===== src/hw/ssrp_pkg.sv =====
// constants, offsets and types shared by the serial register port
package ssrp_pkg;

    // ========================================================
    // primary bank byte addresses (even byte = high half)
    localparam logic [5:0] ADDR_EXT_WR_HIGH = 6'h04;
    localparam logic [5:0] ADDR_EXT_WR_LOW  = 6'h06;
    localparam logic [5:0] ADDR_EXT_WR_ADDR = 6'h08;
    localparam logic [5:0] ADDR_EXT_WR_CMD  = 6'h0A;
    localparam logic [5:0] ADDR_EXT_RD_ADDR = 6'h0C;
    localparam logic [5:0] ADDR_EXT_RD_CMD  = 6'h0E;
    localparam logic [5:0] ADDR_EXT_RD_HIGH = 6'h10;
    localparam logic [5:0] ADDR_EXT_RD_LOW  = 6'h12;
    localparam logic [5:0] ADDR_STATUS      = 6'h14;
    localparam logic [5:0] ADDR_TURNS_HIGH  = 6'h16;
    localparam logic [5:0] ADDR_TURNS_LOW   = 6'h18;
    localparam logic [5:0] ADDR_OUT_CTRL    = 6'h1A;
    localparam logic [5:0] ADDR_CMD         = 6'h1C;

    // ========================================================
    // command field values
    localparam logic [7:0] CMD_LOAD_ACCUM  = 8'h03;
    localparam logic [7:0] CMD_RESET_TURNS = 8'h01;
    localparam logic [7:0] CMD_TRIGGER_KEY = 8'h46;

    // ========================================================
    // field positions
    localparam int EXT_GO          = 0;
    localparam int EXT_DONE        = 1;
    localparam int EXT_BLOCKED     = 2;
    localparam int STAT_ALL_OK     = 0;
    localparam int STAT_IFACE_ERR  = 1;
    localparam int STAT_CRC_ERR    = 2;
    localparam int OUT_SPI_SEL     = 0;
    localparam int CFG_INIT_LSB    = 0;
    localparam int CFG_SUPPLY_DIS  = 2;
    localparam int CFG_CRC_CHECK   = 3;
    localparam int CFG_LATE_SAMPLE = 4;
    localparam int CFG_PWM_EN      = 5;
    localparam int CFG_SENT_EN     = 6;
    localparam int CFG_LOCK        = 7;

    // ========================================================
    // sizes, counts and reset values
    localparam int         EXT_IDX_W   = 3;
    localparam int         EXT_DEPTH   = 8;
    localparam logic [2:0] CFG_INDEX   = 3'h0;
    localparam logic [4:0] FRAME_SHORT = 5'h10;
    localparam logic [4:0] FRAME_LATE  = 5'h11;
    localparam logic [4:0] FRAME_CRC   = 5'h14;
    localparam logic [4:0] COUNT_MAX   = 5'h1F;
    localparam logic [3:0] CRC_PRESET  = 4'hF;
    localparam logic [20:0] ACCUM_RST  = 21'h0_0000;
    localparam logic [31:0] EXT_RST    = 32'h0000_0000;
    localparam logic [15:0] REG_RST    = 16'h0000;

    // ========================================================
    // link state and output pin owner
    typedef enum logic [1:0] {
        LINK_IDLE  = 2'b01,
        LINK_FRAME = 2'b10
    } ssrp_link_e;

    typedef enum logic [3:0] {
        OWN_SPI    = 4'b0001,
        OWN_SUPPLY = 4'b0010,
        OWN_PWM    = 4'b0100,
        OWN_SENT   = 4'b1000
    } ssrp_owner_e;

endpackage


===== src/hw/ssrp_port.sv =====
// serial register port: spi slave, primary bank, extended window, turn accumulator
//
// Contract
// - reset command code zeroes the turn accumulator
// - accumulator registers are read-only over the serial bank
// - code 0x03 plus key 0x46 starts the accumulator load
// - startup setting 00 or 01: loaded value copied straight in
// - startup setting 10 or 11: value snapped to the sensed angle
// - supply-line commands ignored when its disable bit is set
// - nonvolatile lock blocks extended writes from both paths
// - output pin owner by fixed priority, spi by default
// - extended write uses address, data high, data low, command/status registers
// - extended read uses address, command/status, data high and low registers
// - both serial paths write through the primary bank; only spi can read it back
// - device is spi slave only, link clocked up to 10 MHz
// - frames of 16 or 20 clocks, or only 17 with option set
// - 20-clock frames carry a 4-bit crc after the payload
// - wrong clock count sets the interface warning
// - write frame: zero, rw high, 6 address, 8 data, optional crc
// - mosi taken on rising sclk, frame committed on chip select rise
// - miso carries previously selected read data, a zero word before any read
// - crc bits follow the data on miso past the 16th clock
// - crc x^4+x+1, preset all ones, payload msb first
// - with crc check on, bad crc frames dropped and crc warning set
// - read selects a register, its word returns in the next frame
// - odd read address returns one byte, upper byte zero
`timescale 1ns/1ps

module ssrp_port (
    input  wire logic        clock,               // core clock
    input  wire logic        sys_rst,             // synchronous reset, active high
    input  wire logic        spiSclk,             // serial clock from host
    input  wire logic        spiCsN,              // chip select, active low
    input  wire logic        spiMosi,             // serial data from host
    output logic             spiMiso,             // serial data to host
    output logic             spiMisoOe,           // miso drive enable
    input  wire logic        supplyWrValid,       // supply-line byte write strobe
    input  wire logic [5:0]  supplyWrAddr,        // supply-line byte address
    input  wire logic [7:0]  supplyWrData,        // supply-line byte data
    input  wire logic        supplySessionActive, // supply-line session running
    input  wire logic        systemAllOk,         // system stable indication
    input  wire logic        angleDeltaValid,     // angle change strobe
    input  wire logic [20:0] angleDelta,          // signed angle change
    input  wire logic [11:0] sensedAngle,         // current angle code
    output logic [20:0]      turnsPosition,       // turn accumulator value
    output logic [3:0]       sharedOutputPinOwner,// one-hot owner of output pin
    output logic             interfaceErrorWarning // clock-count warning flag
);

    // ========================================================
    // helpers
    function automatic logic [3:0] crc4(input logic [15:0] data);
        logic [3:0] c;
        logic       inv;
        c = ssrp_pkg::CRC_PRESET;
        for (int i = 15; i >= 0; i--)
        begin
            inv = data[i] ^ c[3];
            c   = {c[2], c[1], c[0] ^ inv, inv};
        end
        return c;
    endfunction

    function automatic logic hit(input logic [5:0] addr, input logic [5:0] base);
        return addr[5:1] == base[5:1];
    endfunction

    function automatic logic [15:0] putByte(input logic [15:0] old, input logic odd,
                                            input logic [7:0] b);
        return odd ? {old[15:8], b} : {b, old[7:0]};
    endfunction

    // ========================================================
    // link input synchronisers and edge detection
    logic [2:0] sclkSync_ff;
    logic [2:0] csSync_ff;
    logic [1:0] mosiSync_ff;

    always_ff @(posedge clock)
    begin
        if (sys_rst)
        begin
            sclkSync_ff <= 3'h7;
            csSync_ff   <= 3'h7;
            mosiSync_ff <= 2'h0;
        end
        else
        begin
            sclkSync_ff <= {sclkSync_ff[1:0], spiSclk};
            csSync_ff   <= {csSync_ff[1:0], spiCsN};
            mosiSync_ff <= {mosiSync_ff[0], spiMosi};
        end
    end

    logic sclkRise;
    logic sclkFall;
    logic csRise;
    logic csFall;
    assign sclkRise = sclkSync_ff[1] & ~sclkSync_ff[2];
    assign sclkFall = ~sclkSync_ff[1] & sclkSync_ff[2];
    assign csRise   = csSync_ff[1] & ~csSync_ff[2];
    assign csFall   = ~csSync_ff[1] & csSync_ff[2];

    // ========================================================
    // frame receive
    ssrp_pkg::ssrp_link_e linkState_ff;
    logic [4:0]  bitCnt_ff;
    logic [19:0] shiftIn_ff;
    logic        inFrame;
    assign inFrame = linkState_ff == ssrp_pkg::LINK_FRAME;

    always_ff @(posedge clock)
    begin
        if (sys_rst)
        begin
            linkState_ff <= ssrp_pkg::LINK_IDLE;
        end
        else
        begin
            case (linkState_ff)
                ssrp_pkg::LINK_IDLE:
                    if (csFall)
                        linkState_ff <= ssrp_pkg::LINK_FRAME;
                ssrp_pkg::LINK_FRAME:
                    if (csRise)
                        linkState_ff <= ssrp_pkg::LINK_IDLE;
                default:
                    linkState_ff <= ssrp_pkg::LINK_IDLE;
            endcase
        end
    end

    // slave only: sclk and chip select come from the host
    always_ff @(posedge clock)
    begin
        if (sys_rst)
        begin
            bitCnt_ff  <= 5'h00;
            shiftIn_ff <= 20'h0_0000;
        end
        else if (csFall)
        begin
            bitCnt_ff  <= 5'h00;
        end
        else if (inFrame && sclkRise)
        begin
            shiftIn_ff <= {shiftIn_ff[18:0], mosiSync_ff[1]};
            if (bitCnt_ff != ssrp_pkg::COUNT_MAX)
                bitCnt_ff <= bitCnt_ff + 5'h01;
        end
    end

    logic [31:0] extMem_ff [ssrp_pkg::EXT_DEPTH];
    logic [31:0] cfgWord;
    assign cfgWord = extMem_ff[ssrp_pkg::CFG_INDEX];

    logic        lateOpt;
    logic [15:0] payload;
    logic        lenOk;
    logic        crcBad;
    logic        frameGood;
    logic        spiWrite;
    logic        spiReadSel;
    assign lateOpt = cfgWord[ssrp_pkg::CFG_LATE_SAMPLE];

    always_comb
    begin
        payload = shiftIn_ff[15:0];
        if (bitCnt_ff == ssrp_pkg::FRAME_LATE)
            payload = shiftIn_ff[16:1];
        else if (bitCnt_ff == ssrp_pkg::FRAME_CRC)
            payload = shiftIn_ff[19:4];
    end

    assign lenOk = lateOpt ? (bitCnt_ff == ssrp_pkg::FRAME_LATE)
                           : (bitCnt_ff == ssrp_pkg::FRAME_SHORT ||
                              bitCnt_ff == ssrp_pkg::FRAME_CRC);
    assign crcBad = cfgWord[ssrp_pkg::CFG_CRC_CHECK] && bitCnt_ff == ssrp_pkg::FRAME_CRC &&
                    shiftIn_ff[3:0] != crc4(payload);
    assign frameGood  = inFrame && csRise && lenOk && !crcBad && !payload[15];
    assign spiWrite   = frameGood && payload[14];
    assign spiReadSel = frameGood && !payload[14];

    // ========================================================
    // byte write port shared by both paths
    logic       wrEn;
    logic [5:0] wrAddr;
    logic [7:0] wrData;

    // spi wins a same-cycle collision; the supply byte is then lost
    always_comb
    begin
        wrEn   = 1'b0;
        wrAddr = payload[13:8];
        wrData = payload[7:0];
        if (spiWrite)
        begin
            wrEn = 1'b1;
        end
        else if (supplyWrValid && !cfgWord[ssrp_pkg::CFG_SUPPLY_DIS])
        begin
            wrEn   = 1'b1;
            wrAddr = supplyWrAddr;
            wrData = supplyWrData;
        end
    end

    function automatic logic wrHit(input logic en, input logic [5:0] a,
                                   input logic [5:0] base);
        return en && hit(a, base);
    endfunction

    // ========================================================
    // primary bank storage
    logic [15:0] extWrHigh_ff;
    logic [15:0] extWrLow_ff;
    logic [15:0] extWrAddr_ff;
    logic [15:0] extRdAddr_ff;
    logic        spiOutSel_ff;

    always_ff @(posedge clock)
    begin
        if (sys_rst)
        begin
            extWrHigh_ff <= ssrp_pkg::REG_RST;
            extWrLow_ff  <= ssrp_pkg::REG_RST;
            extWrAddr_ff <= ssrp_pkg::REG_RST;
            extRdAddr_ff <= ssrp_pkg::REG_RST;
            spiOutSel_ff <= 1'b0;
        end
        else if (wrEn)
        begin
            if (hit(wrAddr, ssrp_pkg::ADDR_EXT_WR_HIGH))
                extWrHigh_ff <= putByte(extWrHigh_ff, wrAddr[0], wrData);
            else if (hit(wrAddr, ssrp_pkg::ADDR_EXT_WR_LOW))
                extWrLow_ff <= putByte(extWrLow_ff, wrAddr[0], wrData);
            else if (hit(wrAddr, ssrp_pkg::ADDR_EXT_WR_ADDR))
                extWrAddr_ff <= putByte(extWrAddr_ff, wrAddr[0], wrData);
            else if (hit(wrAddr, ssrp_pkg::ADDR_EXT_RD_ADDR))
                extRdAddr_ff <= putByte(extRdAddr_ff, wrAddr[0], wrData);
            else if (wrAddr == (ssrp_pkg::ADDR_OUT_CTRL | 6'h01))
                spiOutSel_ff <= wrData[ssrp_pkg::OUT_SPI_SEL];
        end
    end

    // ========================================================
    // extended memory window
    logic        extWrGo;
    logic        extRdGo;
    logic        extWrDone_ff;
    logic        extWrBlocked_ff;
    logic        extRdDone_ff;
    logic [15:0] extRdHigh_ff;
    logic [15:0] extRdLow_ff;

    assign extWrGo = wrHit(wrEn, wrAddr, ssrp_pkg::ADDR_EXT_WR_CMD) && wrAddr[0] &&
                     wrData[ssrp_pkg::EXT_GO];
    assign extRdGo = wrHit(wrEn, wrAddr, ssrp_pkg::ADDR_EXT_RD_CMD) && wrAddr[0] &&
                     wrData[ssrp_pkg::EXT_GO];

    always_ff @(posedge clock)
    begin
        if (sys_rst)
        begin
            for (int i = 0; i < ssrp_pkg::EXT_DEPTH; i++)
                extMem_ff[i] <= ssrp_pkg::EXT_RST;
            extWrDone_ff    <= 1'b0;
            extWrBlocked_ff <= 1'b0;
        end
        else if (extWrGo)
        begin
            if (cfgWord[ssrp_pkg::CFG_LOCK])
            begin
                extWrBlocked_ff <= 1'b1;
                extWrDone_ff    <= 1'b0;
            end
            else
            begin
                extMem_ff[extWrAddr_ff[ssrp_pkg::EXT_IDX_W-1:0]] <= {extWrHigh_ff, extWrLow_ff};
                extWrBlocked_ff <= 1'b0;
                extWrDone_ff    <= 1'b1;
            end
        end
    end

    always_ff @(posedge clock)
    begin
        if (sys_rst)
        begin
            extRdDone_ff <= 1'b0;
            extRdHigh_ff <= ssrp_pkg::REG_RST;
            extRdLow_ff  <= ssrp_pkg::REG_RST;
        end
        else if (extRdGo)
        begin
            {extRdHigh_ff, extRdLow_ff} <= extMem_ff[extRdAddr_ff[ssrp_pkg::EXT_IDX_W-1:0]];
            extRdDone_ff <= 1'b1;
        end
    end

    // ========================================================
    // command register and turn accumulator
    logic [7:0] cmdKey_ff;
    logic [7:0] cmdCode_ff;
    logic       cmdFire;
    assign cmdFire = cmdKey_ff == ssrp_pkg::CMD_TRIGGER_KEY;

    // a fresh write in the firing cycle re-arms instead of being cleared
    always_ff @(posedge clock)
    begin
        if (sys_rst)
        begin
            cmdKey_ff  <= 8'h00;
            cmdCode_ff <= 8'h00;
        end
        else if (wrHit(wrEn, wrAddr, ssrp_pkg::ADDR_CMD))
        begin
            if (wrAddr[0])
                cmdCode_ff <= wrData;
            else
                cmdKey_ff <= wrData;
        end
        else if (cmdFire)
        begin
            cmdKey_ff  <= 8'h00;
            cmdCode_ff <= 8'h00;
        end
    end

    logic [20:0] accum_ff;
    logic [20:0] loadValue;
    logic [11:0] angleDiff;
    logic [20:0] snapValue;
    assign loadValue = {extWrHigh_ff[4:0], extWrLow_ff};
    // 12-bit wrap keeps the correction within half a turn
    assign angleDiff = sensedAngle - loadValue[11:0];
    assign snapValue = loadValue + {{9{angleDiff[11]}}, angleDiff};

    // only commands and angle deltas touch this; no bank write path reaches it
    always_ff @(posedge clock)
    begin
        if (sys_rst)
        begin
            accum_ff <= ssrp_pkg::ACCUM_RST;
        end
        else if (cmdFire && cmdCode_ff == ssrp_pkg::CMD_RESET_TURNS)
        begin
            accum_ff <= ssrp_pkg::ACCUM_RST;
        end
        else if (cmdFire && cmdCode_ff == ssrp_pkg::CMD_LOAD_ACCUM)
        begin
            if (cfgWord[ssrp_pkg::CFG_INIT_LSB + 1])
                accum_ff <= snapValue;
            else
                accum_ff <= loadValue;
        end
        else if (angleDeltaValid)
        begin
            accum_ff <= accum_ff + angleDelta;
        end
    end

    // ========================================================
    // warning flags, write one to clear, set wins
    logic ierWarn_ff;
    logic crcWarn_ff;
    logic statClr;
    logic ierSet;
    assign statClr = wrEn && wrAddr == (ssrp_pkg::ADDR_STATUS | 6'h01);
    assign ierSet  = inFrame && csRise && !lenOk;

    always_ff @(posedge clock)
    begin
        if (sys_rst)
        begin
            ierWarn_ff <= 1'b0;
            crcWarn_ff <= 1'b0;
        end
        else
        begin
            if (ierSet)
                ierWarn_ff <= 1'b1;
            else if (statClr && wrData[ssrp_pkg::STAT_IFACE_ERR])
                ierWarn_ff <= 1'b0;
            if (inFrame && csRise && lenOk && crcBad)
                crcWarn_ff <= 1'b1;
            else if (statClr && wrData[ssrp_pkg::STAT_CRC_ERR])
                crcWarn_ff <= 1'b0;
        end
    end

    // ========================================================
    // read selection and miso
    logic [5:0]  readSel_ff;
    logic        readValid_ff;
    logic [15:0] regWord;
    logic [15:0] readWord;

    always_ff @(posedge clock)
    begin
        if (sys_rst)
        begin
            readSel_ff   <= 6'h00;
            readValid_ff <= 1'b0;
        end
        else if (spiReadSel)
        begin
            readSel_ff   <= payload[13:8];
            readValid_ff <= 1'b1;
        end
    end

    always_comb
    begin
        regWord = ssrp_pkg::REG_RST;
        if (hit(readSel_ff, ssrp_pkg::ADDR_EXT_WR_HIGH))
            regWord = extWrHigh_ff;
        else if (hit(readSel_ff, ssrp_pkg::ADDR_EXT_WR_LOW))
            regWord = extWrLow_ff;
        else if (hit(readSel_ff, ssrp_pkg::ADDR_EXT_WR_ADDR))
            regWord = extWrAddr_ff;
        else if (hit(readSel_ff, ssrp_pkg::ADDR_EXT_WR_CMD))
            regWord = {13'h0000, extWrBlocked_ff, extWrDone_ff, 1'b0};
        else if (hit(readSel_ff, ssrp_pkg::ADDR_EXT_RD_ADDR))
            regWord = extRdAddr_ff;
        else if (hit(readSel_ff, ssrp_pkg::ADDR_EXT_RD_CMD))
            regWord = {14'h0000, extRdDone_ff, 1'b0};
        else if (hit(readSel_ff, ssrp_pkg::ADDR_EXT_RD_HIGH))
            regWord = extRdHigh_ff;
        else if (hit(readSel_ff, ssrp_pkg::ADDR_EXT_RD_LOW))
            regWord = extRdLow_ff;
        else if (hit(readSel_ff, ssrp_pkg::ADDR_STATUS))
            regWord = {13'h0000, crcWarn_ff, ierWarn_ff, systemAllOk};
        else if (hit(readSel_ff, ssrp_pkg::ADDR_TURNS_HIGH))
            regWord = {11'h000, accum_ff[20:16]};
        else if (hit(readSel_ff, ssrp_pkg::ADDR_TURNS_LOW))
            regWord = accum_ff[15:0];
        else if (hit(readSel_ff, ssrp_pkg::ADDR_OUT_CTRL))
            regWord = {15'h0000, spiOutSel_ff};
        else if (hit(readSel_ff, ssrp_pkg::ADDR_CMD))
            regWord = {cmdKey_ff, cmdCode_ff};
    end

    assign readWord = !readValid_ff ? 16'h0000 :
                      readSel_ff[0] ? {8'h00, regWord[7:0]} : regWord;

    logic [19:0] txShift_ff;
    logic        spiMiso_ff;
    logic        spiMisoOe_ff;

    // bit goes out on each falling edge; a falling-edge sampler needs the extra clock
    always_ff @(posedge clock)
    begin
        if (sys_rst)
        begin
            txShift_ff   <= 20'h0_0000;
            spiMiso_ff   <= 1'b0;
            spiMisoOe_ff <= 1'b0;
        end
        else if (csFall)
        begin
            txShift_ff   <= {readWord, crc4(readWord)};
            spiMiso_ff   <= 1'b0;
            spiMisoOe_ff <= 1'b1;
        end
        else if (inFrame && csRise)
        begin
            spiMisoOe_ff <= 1'b0;
            spiMiso_ff   <= 1'b0; // last crc bit must not linger on the idle line
        end
        else if (inFrame && sclkFall)
        begin
            spiMiso_ff <= txShift_ff[19];
            txShift_ff <= {txShift_ff[18:0], 1'b0};
        end
    end

    // ========================================================
    // output pin owner
    ssrp_pkg::ssrp_owner_e owner_ff;

    always_ff @(posedge clock)
    begin
        if (sys_rst)
            owner_ff <= ssrp_pkg::OWN_SPI;
        else if (supplySessionActive && !cfgWord[ssrp_pkg::CFG_SUPPLY_DIS])
            owner_ff <= ssrp_pkg::OWN_SUPPLY;
        else if (spiOutSel_ff)
            owner_ff <= ssrp_pkg::OWN_SPI;
        else if (cfgWord[ssrp_pkg::CFG_PWM_EN])
            owner_ff <= ssrp_pkg::OWN_PWM;
        else if (cfgWord[ssrp_pkg::CFG_SENT_EN])
            owner_ff <= ssrp_pkg::OWN_SENT;
        else
            owner_ff <= ssrp_pkg::OWN_SPI;
    end

    assign spiMiso               = spiMiso_ff;
    assign spiMisoOe             = spiMisoOe_ff;
    assign turnsPosition         = accum_ff;
    assign sharedOutputPinOwner  = owner_ff;
    assign interfaceErrorWarning = ierWarn_ff;

endmodule


===== config.mk =====
export PLATFORM = sky130hd
export DESIGN_NAME = ssrp_port
export DESIGN_NICKNAME = d
export VERILOG_FILES = /design/src/hw/ssrp_pkg.sv /design/src/hw/ssrp_port.sv
export SDC_FILE = /design/constraint.sdc
export NUM_CORES = 1
export LEC_CHECK = 0
export ABC_AREA = 1
export BUFFER_PORTS_ARGS = -buffer_cell sky130_fd_sc_hd__buf_4
export CORE_MARGIN = 2
export CORE_UTILIZATION = 55
export CTS_CLUSTER_DIAMETER = 120
export DETAILED_ROUTE_END_ITERATION = 7
export PLACE_DENSITY = 0.73
export SLEW_MARGIN = 40
export SYNTH_ARGS = -nofsm -noshare
export SYNTH_HDL_FRONTEND = slang
export SYNTH_SLANG_ARGS = --single-unit

===== constraint.sdc =====
create_clock -name clock -period 9.4 [get_ports clock]
set_input_delay 0.47 -clock clock [delete_from_list [all_inputs] [get_ports clock]]
set_output_delay 0.47 -clock clock [all_outputs]
set_load 0.02 [all_outputs]

==> key figures <==
Setup path
  – Worst endpoint data arrival time: 6790 ps
  – Reg-to-Reg Start: bitCnt_ff[0]$_SDFFE_PP0P_
  – Critical path's largest stage delay: 540 ps
  – Setup crit end kind: flop
  – Startpoint Class: flop
  – Crit path max-delay family: simple AND/OR/NAND/NOR gates
  – Worst EP required: approximately 9700 ps
  – CP most frequent cell: nand2_1
  – CP bufs+invs: 5
  – Reg2Reg Setup Slack: about 2900 ps
  – R2R depth: 33
  – CP Max Fanout: 33
  – Slowest CP cell: o21ai_2
  – Terminus of the critical flop-to-flop path: extMem_ff[2][8]$_SDFFCE_PN0P_
  – Critical path class: reg2reg

Logic synthesis
  – Post-synth top flop: edfxtp_1
  – Syn_nets: 3022
  – Post-Synthesis Cells: 2910
  – Synthesized cell area: roughly 24000 sq um
  – Yosys warnings: 0
  – Flops & latches, synth: 463
  – Async SR Flop Fraction: 0%
  – Number of synthesized flops with an enable pin: approximately 260
  – Syn Area/Cell: between 8 and 9 sq um
  – Sequential-to-total area share from yosys stat: 49.4%
  – Cell variety after synth: between 50 and 60

Route
  – Routed Wire Length: 70.9 mm
  – TritonRoute pass-1 iters: 6
  – Via count: 21007
  – Post-route ant nets: 0
  – Iter 0 DRT Violations: approximately 2700
  – Vias per inst: ~6
  – Remaining DRCs: 0
  – Average wire per standard cell: approximately 20 microns

Clock network
  – CTS Buf Count: 47
  – CTS tree: yes
  – CTS Root Buffer Type: clkbuf_16
  – Post_cts resized: 0
  – Clock buffer depth: 3
  – H-tree Lvls: 2
  – Hold_buf cts: 0
  – Postcts setup bufs: 0
  – Clock-pin slew on the worst setup and hold paths: around 60 ps
  – Clock Latency Late Sink: 600 ps
  – CTS sink count: 463

Worst hold path
  – Worst hold path type: in2reg
  – Hold Path End: csSync_ff[0]$_SDFF_PP1_
  – Hold wc startpoint: spiCsN
  – Hold depth: 2

STA
  – Worst-Margin Slew: between 800 and 900 ps
  – Clk_skew: 27.6 ps
  – Final Max Tran Viols: 0
  – Final Critical Period: roughly 6500 ps
  – Final TNS setup: 0 ps
  – # setup viols final: 0
  – Relative slew slack: 40.2%
  – Fin worst setup slack: 2870 ps
  – Hold Fails Final Rpt: 0
  – Period utilization: between 60% and 70%
  – Max Freq: 153 MHz
  – RSZ-0062 raised after global routing: false

Place
  – PortBufs: 83
  – Inst Count DP: 3450
  – HPWL after DPL: around 49 mm
  – GPL Wtd Cong: 0.951
  – Setup WS pre-CTS: 2630 ps

Cells and area
  – Nets: 3027
  – Fillers: 3735
  – Most common cell after layout, fill and taps aside: nor2_1
  – Non-filler cells, final: 3531
  – Ant diodes: 0
  – Area growth from synthesis to layout: 9.86%
  – Share of cells above drive strength 1: 9.54%
  – Most frequent cells in the layout: nor2_1, nand2_1, o21ai_0

Global routing
  – Grt total ovfl: 0
  – Largest net degree at the start of global routing: 96
  – All-Layer GR Usage: 31.2%
  – Vias in the first global route: a little under 20000
  – Initial antenna violation count: 0
  – First-pass GRT wire length: 109 mm

Floorplanning
  – Std-Cell Rows: 76
  – Die Footprint: 45300 sq um
  – Die Ht: 213 microns
  – Core Area: 43100 sq um
  – Die width: 213 microns
  – I/O Pins: between 80 and 90
  – Starting Density: 55.6%

Flow run
  – Max-Cap Viols: 0

Pwr
  – Total power: between 0.004 and 0.005 W
  – Pwr Density: about 170 nW/um^2
  – P_leak: 9.91 nW
  – Peak supply drop: 0.130 mV

Outcome
  – Status: finished, final reports clean
==> layer usage <==
layer	global-route usage [%]	share of wire [%]	up-vias
li1	-	-	9935
met1	44.2	42	9785
met2	47.4	44	1118
met3	5.46	10	169
met4	13.1	4.1	0
met5	0	0	-
==> Yosys cell counts, types with 5 or more instances <==
library cell / instances / area share (%)
nand3b_1: 5 / 0.16
nor3_1: 19 / 0.40
edfxtp_1: 256 / 32
xor2_1: 24 / 0.88
buf_4: 5 / 0.16
clkinv_1: 24 / 0.38
o21a_1: 5 / 0.16
o22ai_1: 36 / 0.94
nor2_2: 22 / 0.57
o21ai_0: 363 / 7.6
clkbuf_1: 110 / 1.7
a31oi_1: 10 / 0.26
a21oi_1: 266 / 5.6
o211ai_1: 23 / 0.72
nand2_2: 11 / 0.29
a211o_1: 9 / 0.33
nand2_1: 397 / 6.2
buf_2: 9 / 0.19
xnor2_1: 22 / 0.80
o21ai_1: 7 / 0.15
inv_1: 196 / 3.1
o2111ai_1: 5 / 0.18
nand4_1: 17 / 0.44
buf_1: 6 / 0.094
o221ai_1: 33 / 1.2
nor2_1: 549 / 8.6
inv_2: 17 / 0.27
buf_6: 25 / 1.2
a211oi_1: 7 / 0.22
o21bai_1: 5 / 0.16
nand3_1: 102 / 2.1
or2_2: 13 / 0.34
ha_1: 53 / 2.8
nor4_1: 5 / 0.13
dfxtp_1: 207 / 17
a221oi_1: 6 / 0.22
nand3_4: 10 / 0.73
==> state kept, by name, summed over array words and instances, names as in the netlist, 2 cells and up <==
| register | cells |
|---|---|
| bitCnt_ff | 5 |
| cmdCode_ff | 8 |
| cmdKey_ff | 8 |
| csSync_ff | 3 |
| extMem_ff | 256 |
| extRdAddr_ff | 16 |
| extRdHigh_ff | 16 |
| extRdLow_ff | 16 |
| extWrAddr_ff | 16 |
| extWrHigh_ff | 16 |
| extWrLow_ff | 16 |
| linkState_ff | 2 |
| mosiSync_ff | 2 |
| readSel_ff | 6 |
| sclkSync_ff | 3 |
| sharedOutputPinOwner | 4 |
| shiftIn_ff | 20 |
| turnsPosition | 21 |
| txShift_ff | 20 |
==> worst max-delay path by stage <==
stage	from	depth (start not counted)	end
6_report	bitCnt_ff[0]$_SDFFE_PP0P_	33	extMem_ff[2][8]$_SDFFCE_PN0P_
5_1_grt	bitCnt_ff[1]$_SDFFE_PP0P_	33	extMem_ff[1][22]$_SDFFCE_PN0P_
4_1_cts	bitCnt_ff[1]$_SDFFE_PP0P_	33	extMem_ff[2][16]$_SDFFCE_PN0P_
3_5_place_dp	bitCnt_ff[1]$_SDFFE_PP0P_	33	extMem_ff[2][12]$_SDFFCE_PN0P_
3_3_place_gp	bitCnt_ff[0]$_SDFFE_PP0P_	34	extMem_ff[6][12]$_SDFFCE_PN0P_
2_1_floorplan	bitCnt_ff[0]$_SDFFE_PP0P_	36	extMem_ff[0][0]$_SDFFCE_PN0P_
==> layout make-up <==
type | instances | area [sq um] | share of cell area (%)
flip-flops and latches | 463 | 11800 | 45.0
multi-input cells | 2054 | 10500 | 39.8
clock buffers | 64 | 1280 | 4.86
inverters | 238 | 896 | 3.40
repair buffers | 111 | 850 | 3.23
well taps | 585 | 732 | 2.78
clock inverters | 16 | 245 | 0.931
==> per-stage QoR <==
step	area (sq um)	util, %	hold WS [ps]
detailed placement	24800	57.5	403
CTS	26300	61.0	51.4
floorplan	24000	-	388
global route	26300	61.1	69.2
finish	26300	61.1	70.0
global placement	24800	57.5	392
==> logic make-up (layout without fill, tap and decap cells) <==
kind of cell	count (synthesis)	in the layout	synth area share, %
AOI/OAI and AO/OA	786	786	18.1
xor gates and xnor gates	46	46	1.68
adders and majority gates	56	56	3.02
buffers and inverters	393	429	7.07
DFF	463	463	49.4
muxes	2	2	0.0835
and+or+nand+nor	1164	1164	20.7
==> power by group <==
group / total (W) / leakage (nW) / switching, W / internal (W)
registers: 0.00222 / 4.32 / 0.0000335 / 0.00218
logic: 0.000313 / 4.84 / 0.000200 / 0.000113
clock network: 0.00191 / 0.745 / 0.000812 / 0.00110
total: 0.00444 / 9.91 / 0.00105 / 0.00339
Note: power is estimated with default switching activity, not from simulation.
